**src/pkg/dasr_pkg.sv**
```systemverilog
// Constants, states and carrier structs for the address and soft-reset register bank.
// Assumes a 100 MHz clk_in and an I2C host that follows the usual start, stop and ack rules.
package dasr_pkg;

  // Register offsets inside the device register space
  localparam logic [7:0] OFF_BUS_ADDRESS_SELECT  = 8'h00;
  localparam logic [7:0] OFF_SOFT_RESET_CONTROL  = 8'h01;

  // Field positions
  localparam int BUS_ADDRESS_FIELD_MSB           = 7;
  localparam int BUS_ADDRESS_FIELD_LSB           = 1;
  localparam int ADDRESS_SOURCE_SELECT_BIT       = 0;
  localparam int FULL_RESET_BIT                  = 1;
  localparam int LOGIC_RESET_BIT                 = 0;

  // Reset values and the read value of unmapped offsets
  localparam logic       ADDRESS_SOURCE_SELECT_RST = 1'b0;
  localparam logic [7:0] SOFT_RESET_CONTROL_RST    = 8'h04;
  localparam logic [7:0] READ_UNMAPPED             = 8'h00;

  // Internal reset pulse width
  localparam int CLK_PERIOD_NS                   = 10;
  localparam int RST_PULSE_NS                    = 80;
  localparam int RST_PULSE_CYC_INT = (RST_PULSE_NS + CLK_PERIOD_NS - 1) / CLK_PERIOD_NS;
  localparam logic [3:0] RST_PULSE_CYC           = 4'(RST_PULSE_CYC_INT);

  localparam logic [3:0] BITS_PER_BYTE           = 4'h8;

  typedef enum logic [8:0] {
    ST_IDLE      = 9'h001,
    ST_ADDR      = 9'h002,
    ST_ADDR_ACK  = 9'h004,
    ST_OFFS      = 9'h008,
    ST_OFFS_ACK  = 9'h010,
    ST_WDATA     = 9'h020,
    ST_WDATA_ACK = 9'h040,
    ST_RDATA     = 9'h080,
    ST_RDATA_MACK = 9'h100
  } dasr_state_t;

  typedef struct packed {
    dasr_state_t st;
    logic [3:0]  cnt;
    logic [7:0]  sh;
    logic [7:0]  ptr;
    logic        rw;
    logic        mack_nack;
    logic        scl_q;
    logic        sda_q;
    logic        sda_oe;
    logic        cap_done;
    logic [6:0]  strap_addr;
    logic [6:0]  bus_addr;
    logic        addr_sel;
    logic [5:0]  res_hi;
    logic [6:0]  act_addr;
  } dasr_regs_t;

  localparam dasr_regs_t REGS_RST = '{
    st: ST_IDLE, cnt: 4'h0, sh: 8'h00, ptr: 8'h00, rw: 1'b0, mack_nack: 1'b0,
    scl_q: 1'b1, sda_q: 1'b1, sda_oe: 1'b0, cap_done: 1'b0, strap_addr: 7'h00,
    bus_addr: 7'h00, addr_sel: ADDRESS_SOURCE_SELECT_RST,
    res_hi: SOFT_RESET_CONTROL_RST[7:2], act_addr: 7'h00};

  typedef struct packed {
    logic       active;
    logic [3:0] cnt;
  } dasr_pulse_t;

  localparam dasr_pulse_t PULSE_RST = '{active: 1'b0, cnt: 4'h0};

endpackage

```
**src/logic/dasr_pulse.sv**
```systemverilog
// Self-clearing internal reset pulse of fixed width.
// Assumes start_in is a one-cycle request; requests while active are ignored.
`timescale 1ns/1ps
module dasr_pulse (
  input  wire logic clk_in,
  input  wire logic resetn_in,
  input  wire logic start_in,
  output logic      active_out,
  output logic      done_out
);

  dasr_pkg::dasr_pulse_t q;
  dasr_pkg::dasr_pulse_t d;

  always_comb begin
    d = q;
    if (!q.active && start_in) begin
      d.active = 1'b1;
      d.cnt    = dasr_pkg::RST_PULSE_CYC - 4'h1;
    end else if (q.active) begin
      if (q.cnt == 4'h0) begin
        d.active = 1'b0;
      end else begin
        d.cnt = q.cnt - 4'h1;
      end
    end
  end

  always_ff @(posedge clk_in or negedge resetn_in) begin
    if (!resetn_in) begin
      q <= dasr_pkg::PULSE_RST;
    end else begin
      q <= d;
    end
  end

  assign active_out = q.active;
  assign done_out   = q.active && (q.cnt == 4'h0);
endmodule

```
**src/logic/dasr_regs.sv**
```systemverilog
// I2C register slave holding the bus address register and the soft reset register.
// Assumes scl_in and sda_in are already synchronous to clk_in and glitch free.
// Overview of operation
// Upper seven bits hold strap-loaded bus address
// Address field writable, reads strap value after reset
// Bit 0 selects strap or register address
// Bit 1 write resets everything, self-clears
// Full reset reloads strap-sampled register values
// Bit 0 write resets logic, keeps registers
// Reset register reads 0x04 after reset
// Address register offset 0, reset register 1
// Host leaves unlisted offsets untouched
// Host issues logic reset after output enable
// Reset bits read zero once pulse ends
`timescale 1ns/1ps
module dasr_regs (
  input  wire logic       clk_in,
  input  wire logic       resetn_in,
  input  wire logic       scl_in,
  input  wire logic       sda_in,
  input  wire logic [6:0] address_strap_pin_in,
  output logic            sda_out,
  output logic            sda_oe_out,
  output logic            full_reset_with_registers_out,
  output logic            logic_reset_keep_registers_out,
  output logic [6:0]      active_address_out
);

  dasr_pkg::dasr_regs_t q;
  dasr_pkg::dasr_regs_t d;

  logic       scl_rise;
  logic       scl_fall;
  logic       start_cond;
  logic       stop_cond;
  logic       wr_en;
  logic [7:0] rdata;
  logic       full_start;
  logic       logic_start;
  logic       full_active;
  logic       full_done;
  logic       logic_active;

  assign scl_rise   = !q.scl_q && scl_in;
  assign scl_fall   = q.scl_q && !scl_in;
  assign start_cond = q.scl_q && scl_in && q.sda_q && !sda_in;
  assign stop_cond  = q.scl_q && scl_in && !q.sda_q && sda_in;
  assign wr_en      = scl_fall && (q.st == dasr_pkg::ST_WDATA) && (q.cnt == dasr_pkg::BITS_PER_BYTE);

  // Requests land on the pulse units the cycle the data byte completes
  assign full_start  = wr_en && (q.ptr == dasr_pkg::OFF_SOFT_RESET_CONTROL)
                       && q.sh[dasr_pkg::FULL_RESET_BIT];
  assign logic_start = wr_en && (q.ptr == dasr_pkg::OFF_SOFT_RESET_CONTROL)
                       && q.sh[dasr_pkg::LOGIC_RESET_BIT];

  // Read data; reset bits show the live pulse state so they self-clear
  always_comb begin
    if (q.ptr == dasr_pkg::OFF_BUS_ADDRESS_SELECT) begin
      rdata = {q.bus_addr, q.addr_sel};
    end else if (q.ptr == dasr_pkg::OFF_SOFT_RESET_CONTROL) begin
      rdata = {q.res_hi, full_active, logic_active};
    end else begin
      rdata = dasr_pkg::READ_UNMAPPED;
    end
  end

  always_comb begin
    d       = q;
    d.scl_q = scl_in;
    d.sda_q = sda_in;
    // Answer at strap or register address
    d.act_addr = q.addr_sel ? q.bus_addr : q.strap_addr;

    if (start_cond) begin
      d.st     = dasr_pkg::ST_ADDR;
      d.cnt    = 4'h0;
      d.sda_oe = 1'b0;
    end else if (stop_cond) begin
      d.st     = dasr_pkg::ST_IDLE;
      d.sda_oe = 1'b0;
    end else if (scl_rise) begin
      if (q.st == dasr_pkg::ST_RDATA_MACK) begin
        d.mack_nack = sda_in;
      end else if (q.st == dasr_pkg::ST_ADDR || q.st == dasr_pkg::ST_OFFS
                   || q.st == dasr_pkg::ST_WDATA) begin
        d.sh  = {q.sh[6:0], sda_in};
        d.cnt = q.cnt + 4'h1;
      end
    end else if (scl_fall) begin
      unique case (q.st)
        dasr_pkg::ST_IDLE: begin
        end
        dasr_pkg::ST_ADDR: begin
          if (q.cnt == dasr_pkg::BITS_PER_BYTE) begin
            if (q.sh[7:1] == q.act_addr) begin
              d.st     = dasr_pkg::ST_ADDR_ACK;
              d.rw     = q.sh[0];
              d.sda_oe = 1'b1;
            end else begin
              d.st = dasr_pkg::ST_IDLE;
            end
          end
        end
        dasr_pkg::ST_ADDR_ACK: begin
          d.cnt = 4'h0;
          if (q.rw) begin
            d.st     = dasr_pkg::ST_RDATA;
            d.sh     = rdata;
            d.sda_oe = !rdata[7];
            d.cnt    = 4'h1;
            d.ptr    = q.ptr + 8'h01;
          end else begin
            d.st     = dasr_pkg::ST_OFFS;
            d.sda_oe = 1'b0;
          end
        end
        dasr_pkg::ST_OFFS: begin
          if (q.cnt == dasr_pkg::BITS_PER_BYTE) begin
            d.ptr    = q.sh;
            d.st     = dasr_pkg::ST_OFFS_ACK;
            d.sda_oe = 1'b1;
          end
        end
        dasr_pkg::ST_OFFS_ACK, dasr_pkg::ST_WDATA_ACK: begin
          d.st     = dasr_pkg::ST_WDATA;
          d.cnt    = 4'h0;
          d.sda_oe = 1'b0;
        end
        dasr_pkg::ST_WDATA: begin
          if (q.cnt == dasr_pkg::BITS_PER_BYTE) begin
            // Unmapped offsets accept the byte and drop it
            if (q.ptr == dasr_pkg::OFF_BUS_ADDRESS_SELECT) begin
              d.bus_addr = q.sh[7:1];
              d.addr_sel = q.sh[0];
            end else if (q.ptr == dasr_pkg::OFF_SOFT_RESET_CONTROL) begin
              d.res_hi = q.sh[7:2];
            end
            d.ptr    = q.ptr + 8'h01;
            d.st     = dasr_pkg::ST_WDATA_ACK;
            d.sda_oe = 1'b1;
          end
        end
        dasr_pkg::ST_RDATA: begin
          if (q.cnt == dasr_pkg::BITS_PER_BYTE) begin
            d.st     = dasr_pkg::ST_RDATA_MACK;
            d.sda_oe = 1'b0;
          end else begin
            d.sh     = {q.sh[6:0], 1'b0};
            d.sda_oe = !q.sh[6];
            d.cnt    = q.cnt + 4'h1;
          end
        end
        dasr_pkg::ST_RDATA_MACK: begin
          if (q.mack_nack) begin
            d.st = dasr_pkg::ST_IDLE;
          end else begin
            d.st     = dasr_pkg::ST_RDATA;
            d.sh     = rdata;
            d.sda_oe = !rdata[7];
            d.cnt    = 4'h1;
            d.ptr    = q.ptr + 8'h01;
          end
        end
        default: begin
          d.st     = dasr_pkg::ST_IDLE;
          d.sda_oe = 1'b0;
        end
      endcase
    end

    // Strap is caught on the first edge after release, never under the async reset
    if (!q.cap_done) begin
      d.cap_done   = 1'b1;
      d.strap_addr = address_strap_pin_in;
      d.bus_addr   = address_strap_pin_in;
    end

    // End of full reset: registers return to defaults, strap ones to the caught strap
    if (full_done) begin
      d.bus_addr = q.strap_addr;
      d.addr_sel = dasr_pkg::ADDRESS_SOURCE_SELECT_RST;
      d.res_hi   = dasr_pkg::SOFT_RESET_CONTROL_RST[7:2];
    end
  end

  always_ff @(posedge clk_in or negedge resetn_in) begin
    if (!resetn_in) begin
      q <= dasr_pkg::REGS_RST;
    end else begin
      q <= d;
    end
  end

  dasr_pulse u_full_pulse (
    .clk_in     (clk_in),
    .resetn_in  (resetn_in),
    .start_in   (full_start),
    .active_out (full_active),
    .done_out   (full_done)
  );

  dasr_pulse u_logic_pulse (
    .clk_in     (clk_in),
    .resetn_in  (resetn_in),
    .start_in   (logic_start),
    .active_out (logic_active),
    .done_out   ()
  );

  // Open drain: only ever pulls low
  assign sda_out                        = 1'b0;
  assign sda_oe_out                     = q.sda_oe;
  assign full_reset_with_registers_out  = full_active;
  assign logic_reset_keep_registers_out = logic_active;
  assign active_address_out             = q.act_addr;
endmodule

```
**config.mk**
```make
export PLATFORM = sky130hd
export DESIGN_NAME = dasr_regs
export DESIGN_NICKNAME = d
export VERILOG_FILES = /design/src/pkg/dasr_pkg.sv /design/src/logic/dasr_pulse.sv /design/src/logic/dasr_regs.sv
export SDC_FILE = /design/constraint.sdc
export NUM_CORES = 1
export LEC_CHECK = 0
export BUFFER_PORTS_ARGS = -buffer_cell sky130_fd_sc_hd__buf_2
export CORE_MARGIN = 2
export CORE_UTILIZATION = 55
export DETAILED_ROUTE_END_ITERATION = 12
export GPL_TIMING_DRIVEN = 0
export PLACE_DENSITY = 0.72
export REMOVE_ABC_BUFFERS = 1
export SLEW_MARGIN = 10
export SYNTH_ARGS = -nofsm -noshare
export SYNTH_HDL_FRONTEND = slang
export SYNTH_SLANG_ARGS = --single-unit
```
**constraint.sdc**
```tcl
create_clock -name clk_in -period 2.4 [get_ports clk_in]
set_input_delay 0.48 -clock clk_in [delete_from_list [all_inputs] [get_ports clk_in]]
set_output_delay 0.48 -clock clk_in [all_outputs]
set_load 0.02 [all_outputs]
```
======== Word-level counts from Yosys, hierarchy flattened ========
Cells that the tools add are included.
operators by class
  equality and inequality tests ........... 47
  multiply operators ...................... 0
  divide/modulo/power cells ............... 0
  bitwise gates (word level) .............. 3
  reduce and logical (&&, ||, !) cells .... 55
  order comparisons ....................... 0
  shift-type cells ........................ 0
  muxes and demuxes ....................... 63
  add/sub/neg operators ................... 4
operators with widths
  operator                                                                 number
  14-bit 2-to-1 mux                                                        7
  9-bit case mux with 8 select lines                                       1
  9-bit 2-to-1 mux                                                         7
  8-bit 2-to-1 mux                                                         7
  12-bit 2-to-1 mux                                                        4
  7-bit AND reduction                                                      6
  8-bit case mux with 4 select lines                                       1
  30-bit 2-to-1 mux                                                        1
  8-bit case mux with 3 select lines                                       1
  22-bit 2-to-1 mux                                                        1
  20-bit 2-to-1 mux                                                        1
  5-bit 2-to-1 mux                                                         4
  4-bit inequality test, second input constant                             5
  3-bit by 1-bit inequality test with 1-bit output, second input constant  6
  9-bit AND reduction                                                      2
  1-bit 2-to-1 mux                                                         17
  17-bit 2-to-1 mux                                                        1
  4-bit case mux with 4 select lines                                       1
  2-bit nonzero test                                                       8
  1-bit logical AND                                                        15
  3-bit inequality test, second input constant                             5
  7-bit 2-to-1 mux                                                         2
  2-bit by 1-bit inequality test with 1-bit output, second input constant  7
  13-bit 2-to-1 mux                                                        1
  35 further kinds                                                         61
storage, ports and cells
  logic and storage cells ................. 191
  output and inout port bits .............. 11
  latch bits .............................. 0
  input port bits ......................... 11
  memory bits (writable) .................. 0
  memories ................................ 0
  bits in read-only memories .............. 0
  flip-flop bits (word level) ............. 73

======== Longest topological paths before layout ========
Gate-level depths: netlist (run 1).
  depth after elaboration ................. 11
  gate-level depth with buffers ........... 9
  mapped depth without buffers ............ 8

======== Cells and area by module ========
From an unflattened synthesis (run 1), not the netlist that was laid out.
second synthesis, totals
  cell total of the unflattened synthesis .. 471
  area, all modules ....................... 4485.6 um^2
by module, submodules not included
  module      instances  area each (um^2)  sequential area each (um^2)  cells each
  dasr_regs   1          3902.5            1581.5                       411
  dasr_pulse  2          291.5             125.1                        30

======== Least setup slack after synthesis (run 1) ========
Ideal clock, no wire load.
  kind .................................... register -> register
  from .................................... register q[55] (netlist name)
  to ...................................... register q[53] (netlist name)
  stages on the path, launching flop included .. 8
  period minus slack after synthesis ...... 2.205 ns
  data arrival time ....................... 2.119 ns
  path buffers ............................ 1
  required time ........................... 2.313 ns
  setup slack ............................. 0.195 ns
  library setup time ...................... 0.087 ns
  path through ............................ dfrtp_1 -> buf_6 -> or4_4 -> nor4b_4 -> or4_4 -> o211ai_4 -> or4_1 -> o211ai_1
between the ends
  cells in the longest elaborated chain, start to end .. 7
  elaborated cells on any way between the ends .. 22
  those cells by class .................... eq/ne (12); mux (5); reduce/logical (5)
RTL lines
  what                                                                                                  line              text
  from (decl)                                                                                           dasr_regs.sv:29   dasr_pkg::dasr_regs_t q;
  from (signal assigned)                                                                                dasr_regs.sv:188  q <= dasr_pkg::REGS_RST;
  9-bit by 5-bit == test with 1-bit output or 9-bit by 7-bit == test with 1-bit output (tied branches)  dasr_regs.sv:90   unique case (q.st)
  2-bit OR reduction                                                                                    dasr_regs.sv:90
  4-bit case mux with 4 select lines                                                                    dasr_regs.sv:90
  30-bit 2-to-1 mux                                                                                     dasr_regs.sv:89   end else if (scl_fall) begin
  12-bit 2-to-1 mux                                                                                     dasr_regs.sv:81   end else if (scl_rise) begin
  22-bit 2-to-1 mux                                                                                     dasr_regs.sv:78   end else if (stop_cond) begin
  13-bit 2-to-1 mux                                                                                     dasr_regs.sv:74   if (start_cond) begin
Several ways; a longest one is shown, not always the timed one. The select of a mux whose other input is x is not followed.
A chain may end at the register's enable or synchronous reset.

======== Worst setup path in the final report (run 1) ========
  from .................................... register q[55] (netlist name)
  to ...................................... register q[52] (netlist name)
The elaborated chain is that of the path after synthesis.

==> results of run 1 <==
what timing repair did:
item | in CTS | in global routing
resized for setup | 11 | 13
pin swaps | 2 | 8
hold buffers | 0 | 0
endpoints found under the setup margin | 42 | 31
cloned | 0 | 1
buffers inserted | 9 | 11
per-stage QoR:
stage	power [W]	hold slack (ns)	std cells	TNS, ns	setup WS, ns
after global placement	0.001906	0.4891	525	-13.59	-0.8635
after detailed placement	0.001922	0.4444	526	-14.87	-0.9326
after CTS	0.003141	0.05275	551	0	0.01177
final	0.003136	0.05066	563	0	0.05792
after floorplan	0.001757	0.1844	403	-0.3520	-0.07040
after global routing	0.003271	0.08459	563	-0.5723	-0.08410
worst paths after layout:
kind	slack (ns)	startpoint	end	depth (start not counted)
min reg2reg	0.51	q[16]	q[16]	2
max in group asynchronous	1.71	resetn_in	q[7]	2
max reg2reg	0.06	q[55]	q[52]	6
min in group clk_in	0.27	sda_in	q[30]	1
max	0.06	q[55]	q[52]	6
min	0.05	resetn_in	q[59]	1
layout by cell type, fill, tap and decap left out, drive strengths merged, types with 6 or more instances in the layout:
cell type / n
nor2: 28
o211ai: 8
nor3: 6
mux2i: 15
nor4: 7
inv: 23
mux2: 23
clkbuf: 9
nand2: 37
and3: 7
ha: 12
xor2: 7
buf: 41
a22o: 20
nand4: 11
nand3: 14
dfrtp: 69
a21oi: 21
xnor2: 8
and2: 7
o21ai: 16
logic make-up (layout without fill, tap and decap cells):
kind of cell | count (synthesis) | count (layout) | share of synthesized area (%)
AND/OR/NAND/NOR | 144 | 145 | 19.39
AO/OA/AOI/OAI | 97 | 97 | 16.25
flip-flops | 73 | 73 | 42.56
buffers and inverters | 51 | 79 | 5.581
multiplexers | 38 | 38 | 9.506
XOR/XNOR | 15 | 15 | 3.052
adder cells (fa/ha/maj) | 12 | 12 | 3.488
other | 2 | 2 | 0.1745
flip-flops by register name, summed over array words and instances, names as in the netlist:
name and cells:
u_full_pulse.active_out 1, q 55, sda_oe_out 1, u_full_pulse.q 4, active_address_out 7, u_logic_pulse.q 4, u_logic_pulse.active_out 1
worst register-to-register path, cell delays in order, from the launching register on:
cell	delay, ns
dfrtp_2	0.46
or4_4	0.56
nor4b_4	0.29
or4_4	0.23
o211ai_4	0.10
or4b_1	0.51
o211ai_1	0.10
metal layers:
layer | vias to the layer above | GRT usage, %
met3 | 21 | 3.255
li1 | 1614 | -
met4 | 0 | 9.080
met2 | 106 | 38.02
met5 | - | 0
met1 | 1698 | 34.97
power groups by stage:
stage	clock, W	combinational (W)	sequential, W
2_1_floorplan	0	0.000326	0.00143
3_3_place_gp	0	0.000478	0.00143
3_5_place_dp	0	0.000489	0.00143
4_1_cts	0.00120	0.000540	0.00140
5_1_grt	0.00124	0.000619	0.00142
6_report	0.00117	0.000563	0.00140
area by class of cell:
type	count	share of cell area [%]
multi-input combinational	309	47.32
sequential	73	37.43
timing repair buffer	41	6.068
tap	102	2.601
clock buffer	9	2.524
clock inverter	7	2.371
inverter	22	1.683
==> impl_metrics.env, run 1 <==
export IMPL_outcome="complete, no violations"
export IMPL_met3WireLength_um=513
export IMPL_io_buffers=20
export IMPL_ys_async_sr_fraction_pct=100.0
export IMPL_dr_first_iter_drc_count=222
export IMPL_pwr_share_clk_pct=37.3
export IMPL_die_height_um=92.46
export IMPL_post_synth_top_count_cell="dfrtp_1"
export IMPL_route_met2_wl_mm=4.606
export IMPL_critPathLaunchType="flop"
export IMPL_area_delta_synth_final_pct=14.01
export IMPL_gp_congestion=0.9181
export IMPL_required_ns=2.66
export IMPL_p_sw_w=0.0008802
export IMPL_synth_seq_cells=73
export IMPL_wl_met1_mm=4.515
export IMPL_start_util_pct=56.28
export IMPL_arrival_ns=2.60
export IMPL_cp_top_family="simple AND/OR/NAND/NOR gates"
export IMPL_utilization_pct=64.17
export IMPL_grt_use_total_pct=24.41
export IMPL_fin_crit_ns=2.342
export IMPL_netlist_area_um2=4304
export IMPL_core_um2=7647
export IMPL_synth_cell_types=65
export IMPL_drt_wirelength_per_cell_um=17.45
export IMPL_grt_max_degree=43
export IMPL_antenna_found_initial=0
export IMPL_critPathBufInv=0
export IMPL_vias_per_cell=6.108
export IMPL_syn_area_per_cell_um2=9.963
export IMPL_top_layer="met4"
export IMPL_worstPathMaxFanout=4
export IMPL_pwr_share_seq_pct=44.7
export IMPL_drv_slew=0
export IMPL_clkTransAtPathRegs_ns=0.09
export IMPL_cp_slowest_cell="or4_4"
export IMPL_clock_sinks=73
export IMPL_critPathKind="flop to flop"
export IMPL_yosysSeqAreaShare_pct=42.56
export IMPL_synth_edf_count=0
export IMPL_setup_viol=0
export IMPL_ys_flop_type="dfrtp_1"
export IMPL_vias=3439
export IMPL_drc=0
export IMPL_root_buffer="clkbuf_8"
export IMPL_yosysWarnings=0
export IMPL_fin_area_um2=4907
export IMPL_cts_made_buffers=9
export IMPL_dp_hpwl_mm=6.589
export IMPL_tightest_slew_ns=0.7284
export IMPL_rsz0062_at_grt="true"
export IMPL_fillCellCount=643
export IMPL_finalCritPeriodShare_pct=97.59
export IMPL_clockBufferDepth=2
export IMPL_power_density_nw_per_um2=639.0
export IMPL_layout_drive_gt1_share_pct=26.03
export IMPL_cpPeakStageDelay_ns=0.56
export IMPL_grt_overflow_total=0
export IMPL_grt_pass1_wl_mm=16.41
export IMPL_path_cells="or4_4 -> nor4b_4 -> or4_4 -> o211ai_4 -> or4b_1 -> o211ai_1"
export IMPL_cp_common_cell="or4_4"
export IMPL_syn_inst=432
export IMPL_antenna_cells=0
export IMPL_slew_headroom_pct=51.44
export IMPL_synthTopCellsByCount="dfrtp_1 (69), nand2_1 (37), nor2_1 (28)"
export IMPL_ir_drop_uv=502.9
export IMPL_max_freq_mhz=427.0
export IMPL_ant_nets=0
export IMPL_drt_pass1_iter_count=5
export IMPL_switching_share_pct=28.07
export IMPL_multi_input_area_um2=2322
export IMPL_die_x_um=92.46
export IMPL_place_area_um2=4397
export IMPL_p_leak_nw=2.246
export IMPL_clock_latency_ns=0.35
export IMPL_cts_max_level=3
export IMPL_dieArea_um2=8549
export IMPL_cts_tree="done"
export IMPL_skew_ns=0.02171
export IMPL_nets=479
export IMPL_maxCapViolations=0
export IMPL_hp_class="input port to async pin"
export IMPL_yosys_area_top_type="dfrtp_1"
export IMPL_ios=22
export IMPL_p_int_w=0.002256
export IMPL_grt_pass1_vias=3294
export IMPL_regArea_um2=1837
export IMPL_synth_top_area_share_pct=40.12
export IMPL_end_kind="flop"
export IMPL_hold_violations=0
export IMPL_totalWireLength_mm=9.825
export IMPL_p_comb_share_pct=18.0
export IMPL_synth_top_cells_by_area="dfrtp_1 (40%), mux2_2 (5.8%), a22o_1 (4.1%)"
export IMPL_rows=32
Power figures use the tool's default switching activity.
==> run 2, diff against run 1 <==
--- a/config.mk
+++ b/config.mk
@@ -8,6 +8,7 @@
 export BUFFER_PORTS_ARGS = -buffer_cell sky130_fd_sc_hd__buf_2
 export CORE_MARGIN = 2
 export CORE_UTILIZATION = 55
+export CTS_BUF_LIST = sky130_fd_sc_hd__clkbuf_8
 export DETAILED_ROUTE_END_ITERATION = 12
 export GPL_TIMING_DRIVEN = 0
 export PLACE_DENSITY = 0.72
@@ -16,3 +17,4 @@
 export SYNTH_ARGS = -nofsm -noshare
 export SYNTH_HDL_FRONTEND = slang
 export SYNTH_SLANG_ARGS = --single-unit
+export TNS_END_PERCENT = 20
==> impl_metrics.env, run 2 (synthesis gave the netlist of run 1 again) <==
export IMPL_p_leak_nw=2.180
export IMPL_worstPathMaxFanout=9
export IMPL_path_cells="nor4_4 -> nand4_1 -> a211o_2 -> nor4b_4 -> buf_4 -> mux2_1"
export IMPL_largest_register_ffs=55
export IMPL_drc=0
export IMPL_clkTransAtPathRegs_ns=0.09
export IMPL_cts_made_buffers=9
export IMPL_root_buffer="clkbuf_8"
export IMPL_pwr_share_seq_pct=45.8
export IMPL_die_x_um=92.46
export IMPL_arrival_ns=2.65
export IMPL_grt_overflow_total=0
export IMPL_cts_hold_fix_buffers=0
export IMPL_dieArea_um2=8549
export IMPL_clockBufferDepth=2
export IMPL_layout_drive_gt1_share_pct=22.77
export IMPL_skew_ns=0.01874
export IMPL_dp_hpwl_mm=6.589
export IMPL_totalWireLength_mm=9.656
export IMPL_critPathBufInv=1
export IMPL_rows=32
export IMPL_cp_slowest_cell="dfrtp_2"
export IMPL_gp_congestion=0.9181
export IMPL_ios=22
export IMPL_hold_violations=0
export IMPL_antenna_found_initial=0
export IMPL_rsz0062_at_grt="true"
export IMPL_maxCapViolations=0
export IMPL_ant_nets=0
export IMPL_violations="setup timing"
export IMPL_finalCritPeriodShare_pct=101.0
export IMPL_start_util_pct=56.28
export IMPL_final_common_cell="dfrtp_1"
export IMPL_slew_headroom_pct=51.54
export IMPL_grt_use_total_pct=24.45
export IMPL_cts_tree="done"
export IMPL_max_freq_mhz=412.6
export IMPL_grt_pass1_vias=3296
export IMPL_hp_class="input port to async pin"
export IMPL_drv_slew=0
export IMPL_cpPeakStageDelay_ns=0.50
export IMPL_drt_wirelength_per_cell_um=17.56
export IMPL_vias=3381
export IMPL_outcome="complete, but fails checks"
export IMPL_io_buffers=20
export IMPL_crit_start="q[55]"
export IMPL_dp_worst_setup_slack_ns=-0.9326
export IMPL_top_register="q"
export IMPL_vias_per_cell=6.147
export IMPL_drt_pass1_iter_count=6
export IMPL_final_cell_mix="dfrtp_1 (66), nand2_1 (37), nor2_1 (28), mux2_2 (22), inv_1 (21)"
export IMPL_clock_latency_ns=0.35
export IMPL_antenna_cells=0
export IMPL_power_density_nw_per_um2=645.9
export IMPL_core_um2=7647
export IMPL_critPathLaunchType="flop"
export IMPL_area_delta_synth_final_pct=10.73
export IMPL_cp_top_family="simple AND/OR/NAND/NOR gates"
export IMPL_p_comb_share_pct=16.3
export IMPL_required_ns=2.62
export IMPL_die_height_um=92.46
export IMPL_grt_max_degree=43
export IMPL_p_sw_w=0.0008604
export IMPL_clock_sinks=73
export IMPL_nets=466
export IMPL_critPathKind="flop to flop"
export IMPL_switching_share_pct=27.95
export IMPL_end_kind="flop"
export IMPL_dr_first_iter_drc_count=209
export IMPL_setup_viol=3
export IMPL_p_int_w=0.002218
export IMPL_fin_crit_ns=2.424
export IMPL_fillCellCount=659
export IMPL_tightest_slew_ns=0.7269
export IMPL_reg2reg_from="q[55]"
export IMPL_ir_drop_uv=503.5
export IMPL_whs_ns=0.05508
export IMPL_worst_slack_ns=-0.02389
export IMPL_grt_pass1_wl_mm=16.42
export IMPL_cts_max_level=3
export IMPL_pwr_share_clk_pct=37.9
export IMPL_r2r_slack_ns=-0.02
-- run 2: cell types whose count changed in the layout (fill, tap and decap cells not counted), sizes merged --
cell | before | now
buf | 41 | 29
nor3 | 6 | 5
-- run 2: layout make-up --
| cell class | instances | area (um2) | area share, % |
|---|---|---|---|
| Clock buffer | 9 | 123.9 | 2.599 |
| Timing Repair Buffer | 29 | 195.2 | 4.096 |
| Sequential cell | 73 | 1836 | 38.51 |
| Clock inverter | 7 | 116.4 | 2.442 |
| Tap cell | 102 | 127.6 | 2.678 |
| Multi-Input combinational cell | 308 | 2285 | 47.94 |
| Inverter | 22 | 82.58 | 1.733 |
-- run 2: power by group through the flow --
| stage | Sequential [W] | Clock (W) | Combinational (W) |
|---|---|---|---|
| 2_1_floorplan | 0.00143 | 0 | 0.000326 |
| 4_1_cts | 0.00141 | 0.00120 | 0.000497 |
| 3_3_place_gp | 0.00143 | 0 | 0.000478 |
| 6_report | 0.00141 | 0.00117 | 0.000501 |
| 3_5_place_dp | 0.00143 | 0 | 0.000489 |
| 5_1_grt | 0.00143 | 0.00124 | 0.000555 |
-- run 2: final timing paths --
path	cells after the start	to
setup / recovery	6	q[43]
hold / removal	1	q[59]
setup reg to reg	6	q[43]
hold reg to reg	2	q[16]
max in group asynchronous	2	q[7]
min in group clk_in	1	q[31]
-- run 2: stage by stage --
step	utilization, %	instances	cell area, um2	TNS (ns)	total power, W
6_report	62.32	550	4766	-0.04286	0.003078
2_1_floorplan	-	403	4146	-0.3520	0.001757
5_1_grt	62.32	550	4766	-1.017	0.003217
3_3_place_gp	57.20	525	4374	-13.59	0.001906
4_1_cts	61.71	547	4720	-0.007975	0.003107
3_5_place_dp	57.49	526	4397	-14.87	0.001922
-- run 2: metal layers --
layer	GRT usage [%]	share of wire, %	vias up
met2	38.14	47	108
li1	-	-	1583
met1	34.70	46	1674
met5	0	0	-
met3	3.499	4.8	16
met4	9.328	1.7	0
-- run 2: repair_timing --
item                                    4_1_cts  5_1_grt
endpoints found under the setup margin       42       32
resized for setup                            11        7
pin swaps                                     2        3
hold endpoints to repair                      0        0
buffers inserted                              5        3
